$ cat config.mk
export PLATFORM = sky130hd
export DESIGN_NAME = itm_regs
export DESIGN_NICKNAME = d
export VERILOG_FILES = /design/src/rtl/itm_pkg.sv /design/src/rtl/itm_mdio_engine.sv /design/src/rtl/itm_regs.sv
export VERILOG_INCLUDE_DIRS = /design/src /design/src/rtl
export SDC_FILE = /design/constraint.sdc
export NUM_CORES = 1
export LEC_CHECK = 0
export BUFFER_PORTS_ARGS = -buffer_cell sky130_fd_sc_hd__buf_2
export CAP_MARGIN = 20
export CELL_PAD_IN_SITES_DETAIL_PLACEMENT = 1
export CELL_PAD_IN_SITES_GLOBAL_PLACEMENT = 2
export CORE_UTILIZATION = 35
export DETAILED_ROUTE_END_ITERATION = 12
export GPL_ROUTABILITY_DRIVEN = 0
export PLACE_DENSITY = 0.76
export SYNTH_ARGS = -nofsm -noshare
export SYNTH_HDL_FRONTEND = slang
export SYNTH_SLANG_ARGS = --single-unit
$ cat constraint.sdc
create_clock -name sys_clk_i -period 2.3 [get_ports sys_clk_i]
set_input_delay 0.115 -clock sys_clk_i [delete_from_list [all_inputs] [get_ports sys_clk_i]]
set_output_delay 0.115 -clock sys_clk_i [all_outputs]
set_load 0.01 [all_outputs]
$ cat src/rtl/itm_defines.svh
// Register offsets, field positions, reset values and timing counts for the management block.
`ifndef ITM_DEFINES_SVH
`define ITM_DEFINES_SVH
`define ITM_DATA_OFFSET     8'h00A4
`define ITM_ACCESS_OFFSET   8'h00A8
`define ITM_DATA_RESET      16'h0000
`define ITM_ADDR_RESET      5'h00
`define ITM_INDEX_RESET     5'h00
`define ITM_DATA_HI         15
`define ITM_DATA_LO         0
`define ITM_ADDR_HI         15
`define ITM_ADDR_LO         11
`define ITM_INDEX_HI        10
`define ITM_INDEX_LO        6
`define ITM_DIR_BIT         1
`define ITM_BUSY_BIT        0
`define ITM_MDC_DIV         7'h28
`define ITM_MDC_DIV_LAST    7'h27
`define ITM_FRAME_BITS      6'h20
`define ITM_PREAMBLE_BITS   6'h20
`define ITM_TA_FIRST_BIT    6'h0E
`define ITM_RD_DATA_BIT     6'h10
`define ITM_PHY_COUNT       5'h02
`define ITM_PHY_FIRST       5'h01
`endif

$ cat src/rtl/itm_pkg.sv
// Types shared by the indirect transceiver management block.
package itm_pkg;
    typedef struct packed {
        logic [4:0]  phy_addr;
        logic [4:0]  reg_index;
        logic        write;
        logic [15:0] wdata;
    } itm_cmd_t;

    typedef struct packed {
        logic        done;
        logic [15:0] rdata;
    } itm_rsp_t;

    typedef enum logic [1:0] {
        ITM_IDLE     = 2'b00,
        ITM_PREAMBLE = 2'b01,
        ITM_FRAME    = 2'b11,
        ITM_FINISH   = 2'b10
    } itm_state_t;
endpackage

$ cat src/rtl/itm_mdio_engine.sv
// Serial management engine that runs one read or write frame toward a PHY.
`timescale 1ns/1ps
`include "itm_defines.svh"
module itm_mdio_engine
    import itm_pkg::*;
(
    input  wire logic            sys_clk_i,
    input  wire logic            rst_n_i,
    input  wire logic            start_i,
    input  wire itm_pkg::itm_cmd_t cmd_i,
    input  wire logic            mdio_i,
    output logic                 mdc_o,
    output logic                 mdio_o,
    output logic                 mdio_oe_o,
    output itm_pkg::itm_rsp_t    rsp_o
);
    import itm_pkg::*;

    itm_state_t  state_q,  state_d;
    logic [6:0]  div_q,    div_d;
    logic [5:0]  bit_q,    bit_d;
    logic [31:0] shift_q,  shift_d;
    logic [15:0] rdata_q,  rdata_d;
    logic        mdc_q,    mdc_d;
    logic        mdo_q,    mdo_d;
    logic        oe_q,     oe_d;
    logic        done_q,   done_d;
    logic        wr_q,     wr_d;
    logic        mdi_s1_q, mdi_s2_q;
    logic        fall_en;
    logic        rise_en;

    assign fall_en = (div_q == `ITM_MDC_DIV_LAST);
    assign rise_en = (div_q == (`ITM_MDC_DIV >> 1));

    always_comb
    begin
        state_d = state_q;
        div_d   = (div_q == `ITM_MDC_DIV_LAST) ? 7'h00 : div_q + 7'h01;
        bit_d   = bit_q;
        shift_d = shift_q;
        rdata_d = rdata_q;
        mdc_d   = mdc_q;
        mdo_d   = mdo_q;
        oe_d    = oe_q;
        done_d  = 1'b0;
        wr_d    = wr_q;
        if (state_q == ITM_IDLE)
        begin
            div_d = 7'h00;
            mdc_d = 1'b0;
        end
        else if (rise_en)
        begin
            mdc_d = 1'b1;
        end
        unique case (state_q)
            ITM_IDLE:
            begin
                oe_d = 1'b0;
                if (start_i)
                begin
                    // Clause-22 frame: start, opcode, addresses, turnaround, data.
                    shift_d = {2'b01, cmd_i.write ? 2'b01 : 2'b10, cmd_i.phy_addr,
                               cmd_i.reg_index, 2'b10, cmd_i.wdata};
                    bit_d   = `ITM_PREAMBLE_BITS;
                    wr_d    = cmd_i.write;
                    state_d = ITM_PREAMBLE;
                end
            end
            ITM_PREAMBLE:
            begin
                if (fall_en)
                begin
                    mdc_d = 1'b0;
                    oe_d  = 1'b1;
                    mdo_d = 1'b1;
                    bit_d = bit_q - 6'h01;
                    if (bit_q == 6'h01)
                    begin
                        bit_d   = `ITM_FRAME_BITS;
                        state_d = ITM_FRAME;
                    end
                end
            end
            ITM_FRAME:
            begin
                if (rise_en && !oe_q && bit_q <= `ITM_RD_DATA_BIT)
                begin
                    rdata_d = {rdata_q[14:0], mdi_s2_q};
                end
                if (fall_en)
                begin
                    mdc_d   = 1'b0;
                    bit_d   = bit_q - 6'h01;
                    mdo_d   = shift_q[31];
                    shift_d = {shift_q[30:0], 1'b0};
                    // A write keeps the line driven through turnaround and data; a read lets go.
                    oe_d    = wr_q || bit_q > (`ITM_TA_FIRST_BIT + 6'h04);
                    if (bit_q == 6'h00)
                    begin
                        oe_d    = 1'b0;
                        state_d = ITM_FINISH;
                    end
                end
            end
            ITM_FINISH:
            begin
                done_d  = 1'b1;
                state_d = ITM_IDLE;
            end
        endcase
    end

    always_ff @(posedge sys_clk_i or negedge rst_n_i)
    begin
        if (!rst_n_i)
        begin
            state_q  <= ITM_IDLE;
            div_q    <= 7'h00;
            bit_q    <= 6'h00;
            shift_q  <= 32'h0000_0000;
            rdata_q  <= `ITM_DATA_RESET;
            mdc_q    <= 1'b0;
            mdo_q    <= 1'b0;
            oe_q     <= 1'b0;
            done_q   <= 1'b0;
            wr_q     <= 1'b0;
            mdi_s1_q <= 1'b0;
            mdi_s2_q <= 1'b0;
        end
        else
        begin
            state_q  <= state_d;
            div_q    <= div_d;
            bit_q    <= bit_d;
            shift_q  <= shift_d;
            rdata_q  <= rdata_d;
            mdc_q    <= mdc_d;
            mdo_q    <= mdo_d;
            oe_q     <= oe_d;
            done_q   <= done_d;
            wr_q     <= wr_d;
            mdi_s1_q <= mdio_i;
            mdi_s2_q <= mdi_s1_q;
        end
    end

    assign mdc_o       = mdc_q;
    assign mdio_o      = mdo_q;
    assign mdio_oe_o   = oe_q;
    assign rsp_o.done  = done_q;
    assign rsp_o.rdata = rdata_q;
endmodule

$ cat src/rtl/itm_regs.sv
// Register front end for indirect access to the internal PHY management registers.
`timescale 1ns/1ps
`include "itm_defines.svh"
module itm_regs
    import itm_pkg::*;
(
    input  wire logic        sys_clk_i,
    input  wire logic        rst_n_i,
    input  wire logic [7:0]  reg_addr_i,
    input  wire logic        reg_wr_i,
    input  wire logic        reg_rd_i,
    input  wire logic [31:0] reg_wdata_i,
    input  wire logic        mdio_i,
    output logic [31:0]      reg_rdata_o,
    output logic             mdc_o,
    output logic             mdio_o,
    output logic             mdio_oe_o
);
    import itm_pkg::*;

    logic [15:0] wr_data_q,  wr_data_d;
    logic [15:0] rd_data_q,  rd_data_d;
    logic [4:0]  phy_addr_q, phy_addr_d;
    logic [4:0]  index_q,    index_d;
    logic        dir_q,      dir_d;
    logic        busy_q,     busy_d;
    logic        start_q,    start_d;
    logic [31:0] rdata_q,    rdata_d;
    itm_cmd_t    cmd;
    itm_rsp_t    rsp;
    logic        mdc_w, mdo_w, oe_w;

    // Only the real PHY addresses are reachable; the emulated PHY never answers here.
    function automatic logic itm_real_phy(input logic [4:0] addr);
        itm_real_phy = (addr >= `ITM_PHY_FIRST) && (addr < (`ITM_PHY_FIRST + `ITM_PHY_COUNT));
    endfunction

    function automatic logic itm_hit(input logic [7:0] addr, input logic [7:0] offs);
        itm_hit = (addr == offs);
    endfunction

    always_comb
    begin
        wr_data_d  = wr_data_q;
        rd_data_d  = rd_data_q;
        phy_addr_d = phy_addr_q;
        index_d    = index_q;
        dir_d      = dir_q;
        busy_d     = busy_q;
        start_d    = 1'b0;
        rdata_d    = rdata_q;
        if (reg_wr_i && itm_hit(reg_addr_i, `ITM_DATA_OFFSET))
        begin
            wr_data_d = reg_wdata_i[`ITM_DATA_HI:`ITM_DATA_LO];
        end
        if (rsp.done)
        begin
            busy_d = 1'b0;
            if (!dir_q)
            begin
                rd_data_d = rsp.rdata;
            end
        end
        if (reg_wr_i && itm_hit(reg_addr_i, `ITM_ACCESS_OFFSET))
        begin
            phy_addr_d = reg_wdata_i[`ITM_ADDR_HI:`ITM_ADDR_LO];
            index_d    = reg_wdata_i[`ITM_INDEX_HI:`ITM_INDEX_LO];
            dir_d      = reg_wdata_i[`ITM_DIR_BIT];
            if (itm_real_phy(reg_wdata_i[`ITM_ADDR_HI:`ITM_ADDR_LO]))
            begin
                busy_d  = 1'b1;
                start_d = 1'b1;
            end
        end
        if (reg_rd_i)
        begin
            rdata_d = 32'h0000_0000;
            if (itm_hit(reg_addr_i, `ITM_DATA_OFFSET))
            begin
                rdata_d[`ITM_DATA_HI:`ITM_DATA_LO] = dir_q ? wr_data_q : rd_data_q;
            end
            else if (itm_hit(reg_addr_i, `ITM_ACCESS_OFFSET))
            begin
                rdata_d[`ITM_ADDR_HI:`ITM_ADDR_LO]   = phy_addr_q;
                rdata_d[`ITM_INDEX_HI:`ITM_INDEX_LO] = index_q;
                rdata_d[`ITM_DIR_BIT]                = dir_q;
                rdata_d[`ITM_BUSY_BIT]               = busy_q;
            end
        end
    end

    always_ff @(posedge sys_clk_i or negedge rst_n_i)
    begin
        if (!rst_n_i)
        begin
            wr_data_q  <= `ITM_DATA_RESET;
            rd_data_q  <= `ITM_DATA_RESET;
            phy_addr_q <= `ITM_ADDR_RESET;
            index_q    <= `ITM_INDEX_RESET;
            dir_q      <= 1'b0;
            busy_q     <= 1'b0;
            start_q    <= 1'b0;
            rdata_q    <= 32'h0000_0000;
            mdc_o      <= 1'b0;
            mdio_o     <= 1'b0;
            mdio_oe_o  <= 1'b0;
        end
        else
        begin
            wr_data_q  <= wr_data_d;
            rd_data_q  <= rd_data_d;
            phy_addr_q <= phy_addr_d;
            index_q    <= index_d;
            dir_q      <= dir_d;
            busy_q     <= busy_d;
            start_q    <= start_d;
            rdata_q    <= rdata_d;
            mdc_o      <= mdc_w;
            mdio_o     <= mdo_w;
            mdio_oe_o  <= oe_w;
        end
    end

    assign reg_rdata_o   = rdata_q;
    assign cmd.phy_addr  = phy_addr_q;
    assign cmd.reg_index = index_q;
    assign cmd.write     = dir_q;
    assign cmd.wdata     = wr_data_q;

    // The captured fields drive one frame per launched access.
    itm_mdio_engine u_engine (
        .sys_clk_i (sys_clk_i),
        .rst_n_i   (rst_n_i),
        .start_i   (start_q),
        .cmd_i     (cmd),
        .mdio_i    (mdio_i),
        .mdc_o     (mdc_w),
        .mdio_o    (mdo_w),
        .mdio_oe_o (oe_w),
        .rsp_o     (rsp)
    );
endmodule

# Word level (Yosys, flattened, before mapping)
# Index checks and enable logic that the tools add are counted.
# word_totals
latch_bits	0
elab_cells	103
rom_bits	0
in_bits	45
ff_bits	134
mem_bits_rw	0
memories	0
# op_classes
addsub	2
n_mul	0
n_lt_le_gt_ge	4
n_bitwise	1
div	0
n_mux	39
eq_ne	13
shift	0
n_reduce_logical	21
# op_table
operator	count
$mux 32	2
$pmux 32 s2	1
$mux 6	4
$mux 10	2
$pmux 6 s3	1
$eq 8x8->1 const B	2
$mux 16	1
$mux 2	8
$mux 1	14
$mux 7	2
$reduce_and 3->1	3
$ne 2x1->1 const B	4
$pmux 2 s4	1
$add 7x1->7 const B	1
$eq 7x5->1 const B	1
$eq 7x6->1 const B	1
$eq 6x1->1 const B	1
$gt 6x5->1 const B	1
$le 6x5->1 const B	1
$logic_not 6->1	1
$reduce_and 2->1	3
$sub 6x1->6 const B	1
$ge 5x1->1 const B	1
$logic_and 1x1->1	5
16 further kinds	18

# Depth between registers and ports, before layout
# logic_depth
ltp_word	5
ltp_mapped	8
mapped_depth_nobuf	6

# By module
# From an unflattened synthesis, not the netlist that was laid out.
# unflattened
hier_cells	472
hier_area_um2	6381.1
# modules_own_cells
mod	n_inst	cells_each	seq_area_each_um2	area_each_um2
itm_mdio_engine	1	259	1751.7	3463.3
itm_regs	1	213	1601.5	2917.8

# Least setup slack after synthesis
# Ideal clock, no wire load.
# synth_path
path_kind	register to register
start	register u_engine.bit_q[0]
end	register u_engine.rdata_q[10]
setup_ns	0.125
arrival_ns	2.064
required_time_ns	2.175
n_path_buf	2
path_slack_ns	0.111
path_stages_with_launch	9
period_less_slack_ns	2.189
cell_sequence	dfrtp_1 inv_1 ha_1 or3b_1 a2111oi_0 and2_1 buf_6 buf_6 mux2_2
# synth_via
elab_chain_cells	3
# synth_rtl
item	line_no	source
start: declaration	itm_mdio_engine.sv:21	logic [5:0] bit_q, bit_d;
start signal: assignment	itm_mdio_engine.sv:136	bit_q <= bit_d;
$le 6x5->1 (no line)	-	
$logic_and 1x1->1 (no line)	-	
$reduce_and 2->1 (no line)	-	
end signal: assignment	itm_mdio_engine.sv:123	rdata_q <= `ITM_DATA_RESET;
end signal: assignment	itm_mdio_engine.sv:138	rdata_q <= rdata_d;
end: declaration	itm_mdio_engine.sv:23	logic [15:0] rdata_q, rdata_d;
# Every way passes these cells.
# A chain may end at the register's enable or synchronous reset.

# Final worst setup path
# layout_path
start	register u_engine.bit_q[0]
end	register u_engine.rdata_q[6]
# Same word-level chain as after synthesis.

==> out/qor.yml <==
outcome:
  run_status: "complete, no violations"
clock_network:
  clock_latency_ns: 0.43
  htree_levels: 4
  cts_buffers: 17
  cts_sinks: 134
  clk_path_buf_depth: 2
  path_clk_slew_ns: 0.06
  cts_root_buffer: "clkbuf_16"
  cts_tree: "done"
sta:
  tns_ns: 0
  fin_crit_sh: 0.954
  final-hold-violation-count: 0
  setup_viol: 0
  skew_ns: 0.0156
  relSlewSlack: 0.667
  max_slew.worst_pin.slew_ns: 0.495
  fmax_mhz: 456
  whs_ns: 0.187
  slew_violations: 0
  fin_crit_ns: 2.19
  rsz0062_at_grt: "no"
cells_and_area:
  final-seq-area_um2: 3350
  area.growth.synth_to_final_pct: 22.9
  layout-drive-gt1-share: 0.296
  diodes: 0
  nNetsFinal: 612
  final_cells: 795
  fillCellCount: 1772
  layout_commonest_cell: "dfrtp_1"
  mostFrequentLayoutCells: "134 x dfrtp_1, 60 x mux2_2, 46 x buf_2, 44 x o21ai_0, 42 x mux2i_1"
  multi_input_area_um2: 2310
die:
  initial_core_util: 0.356
  rows: 47
  dieArea_um2: 17400
  die_y_um: 132
  coreArea_um2: 16500
  die_w_um: 132
  io_pins: 80
critical_path:
  path_cells: "inv_2 -> ha_2 -> or3b_4 -> a2111oi_4 -> and2_4 -> clkbuf_16 -> mux2_2"
  critPathRequiredTime_ns: 2.61
  path_class: "register to register"
  crit_arrival_ns: 2.50
  rrSetupSlack_ns: 0.11
  critPathSlowestCell: "or3b_4"
  crit_fanout: 8
  slowest_delay_ns: 0.40
  worstSetupEndpointType: "register"
  cp-start-kind: "register"
yosys:
  synth_cell_types: 46
  synth_top_family_by_area: "multiplexers"
  avgSynthCellArea_um2: 12.1
  yosysTopAreaCellShare: 0.569
  synthXorXnorAreaFrac: 0.00892
  synthCells: 486
  yosysTopAreaCell: "dfrtp_1"
  ys_async_sr_fraction: 1.00
  synth_enable_flop_cells: 0
  synth-compound-area-share: 0.0909
  synthFlopType: "dfrtp_1"
  synthMuxAreaShare: 0.189
  synthAdderAreaFrac: 0.0106
  ys_ff_latch: 134
  yosys-top-cells-area: "dfrtp_1 57%, mux2_2 11%, mux2i_1 7.1%"
  synth-simple-area-share: 0.0750
  yosysWarnings: 0
  ys_seq_area_frac: 0.569
  synth_area_um2: 5890
route:
  vias_per_cell: 4.95
  routed_wl_um: 14700
  drc: 0
  vias: 3936
  ant_nets: 0
  drt_pass1_iterations: 4
  drt_iter0_drc: 148
  wl_per_cell_um: 18.5
power_and_ir_drop:
  p_comb_frac: 0.037
  p_int_mw: 4.26
  power.switching_mw: 1.18
  power.density_nw_per_um2: 752
  clockPowerShare: 0.521
  p_leak_nw: 3.31
  swShare: 0.217
  ir_drop_uv: 554
  seq_power_share: 0.443
min_path:
  holdCritPathClass: "primary input to register"
place:
  dp_hpwl_um: 9360
  portBuffers: 47
  placed_cells: 743
global_route:
  antenna_found_initial: 0
  grt_pass1_wl_um: 24500
  grt_max_degree: 50
  grt_util_all_layers: 0.184
  grt_overflow: 0
  grt_pass1_vias: 4507
job:
  cap_viol_max_count: 0
==> repair_timing <==
action,in CTS,in global routing
endpoints found under the hold margin,70,0
gates cloned,0,1
pin swaps,0,1
setup endpoints to repair,15,16
hold buffers,18,0
setup buffers,0,1
resized for setup,2,7
==> power by group through the flow <==
stage,combinational (mW),sequential (mW),clock [mW]
final,0.199,2.41,2.83
after global routing,0.222,2.41,2.99
after CTS,0.203,2.41,2.89
after detailed placement,0.177,2.45,0
after global placement,0.170,2.45,0
after floorplan,0.0905,2.44,0
==> layer usage <==
| metal | vias to the layer above | track usage | routed length (um) |
|---|---|---|---|
| met5 | - | 0 | 0 |
| met4 | 0 | 0.0640 | 187 |
| met3 | 16 | 0.0394 | 318 |
| met2 | 55 | 0.317 | 7620 |
| met1 | 2035 | 0.227 | 6540 |
| li1 | 1830 | - | - |
==> flip-flops by register name, summed over array words and instances (netlist names), 2 cells and up <==
| name | cells |
|---|---|
| u_engine.rdata_q | 16 |
| wr_data_q | 16 |
| index_q | 5 |
| u_engine.bit_q | 6 |
| u_engine.div_q | 7 |
| rd_data_q | 16 |
| phy_addr_q | 5 |
| u_engine.shift_q | 32 |
| u_engine.state_q | 2 |
| reg_rdata_o | 16 |
==> final timing paths <==
check                                       start                   to  cells after the start
worst max-delay path            u_engine.bit_q[0]  u_engine.rdata_q[6]                      7
worst min-delay path                     reg_rd_i       reg_rdata_o[1]                      4
worst max register to register  u_engine.bit_q[0]  u_engine.rdata_q[6]                      7
worst min register to register  u_engine.mdi_s1_q    u_engine.mdi_s2_q                      0
max in group asynchronous                 rst_n_i         rd_data_q[1]                      3
min in group asynchronous                 rst_n_i  u_engine.shift_q[1]                      2
==> critical path: cells and delay by family, from the launching register on <==
family | cells | cell delay, ns
muxes | 1 | 0.33
AOI/OAI and AO/OA | 1 | 0.29
DFF | 1 | 0.39
buffers and inverters | 2 | 0.24
adders and majority gates | 1 | 0.18
and+or+nand+nor | 2 | 0.64
==> cell families (layout without fill, tap and decap cells) <==
| family | after synthesis | count (layout) |
|---|---|---|
| flops | 134 | 134 |
| mux | 103 | 103 |
| simple gates | 93 | 93 |
| compound gates | 89 | 89 |
| buf+inv | 55 | 129 |
| xor+xnor | 6 | 6 |
| fa+ha+maj | 5 | 5 |
| other cells | 1 | 16 |
==> cells in the mapped netlist, types with 5 or more instances <==
cell type,count
clkbuf_1,9
nand2_1,40
a21oi_1,13
o21ai_0,44
dfrtp_1,134
buf_6,6
inv_1,12
buf_2,8
nor2_1,18
buf_4,18
mux2i_1,42
nor3_1,7
a22oi_1,11
ha_1,5
mux2_2,60
==> per-stage QoR <==
step	utilization	power [mW]	area [um^2]	worst slack (ns)
CTS	0.434	5.50	7170	0.0196
finish	0.438	5.44	7240	0.105
global route	0.438	5.62	7240	0.0207
global placement	0.385	2.62	6370	0.0965
floorplan	-	2.53	5950	0.111
detailed placement	0.385	2.63	6370	0.0161
==> area by class of cell <==
| type | count | share of cell area |
|---|---|---|
| repair buffers | 84 | 0.0873 |
| multi-input cells | 312 | 0.319 |
| inverters | 13 | 0.00674 |
| clock buffers | 21 | 0.0650 |
| clock inverters | 11 | 0.0202 |
| well taps | 220 | 0.0380 |
| flip-flops and latches | 134 | 0.463 |
Note: power is estimated with default switching activity, not from simulation.
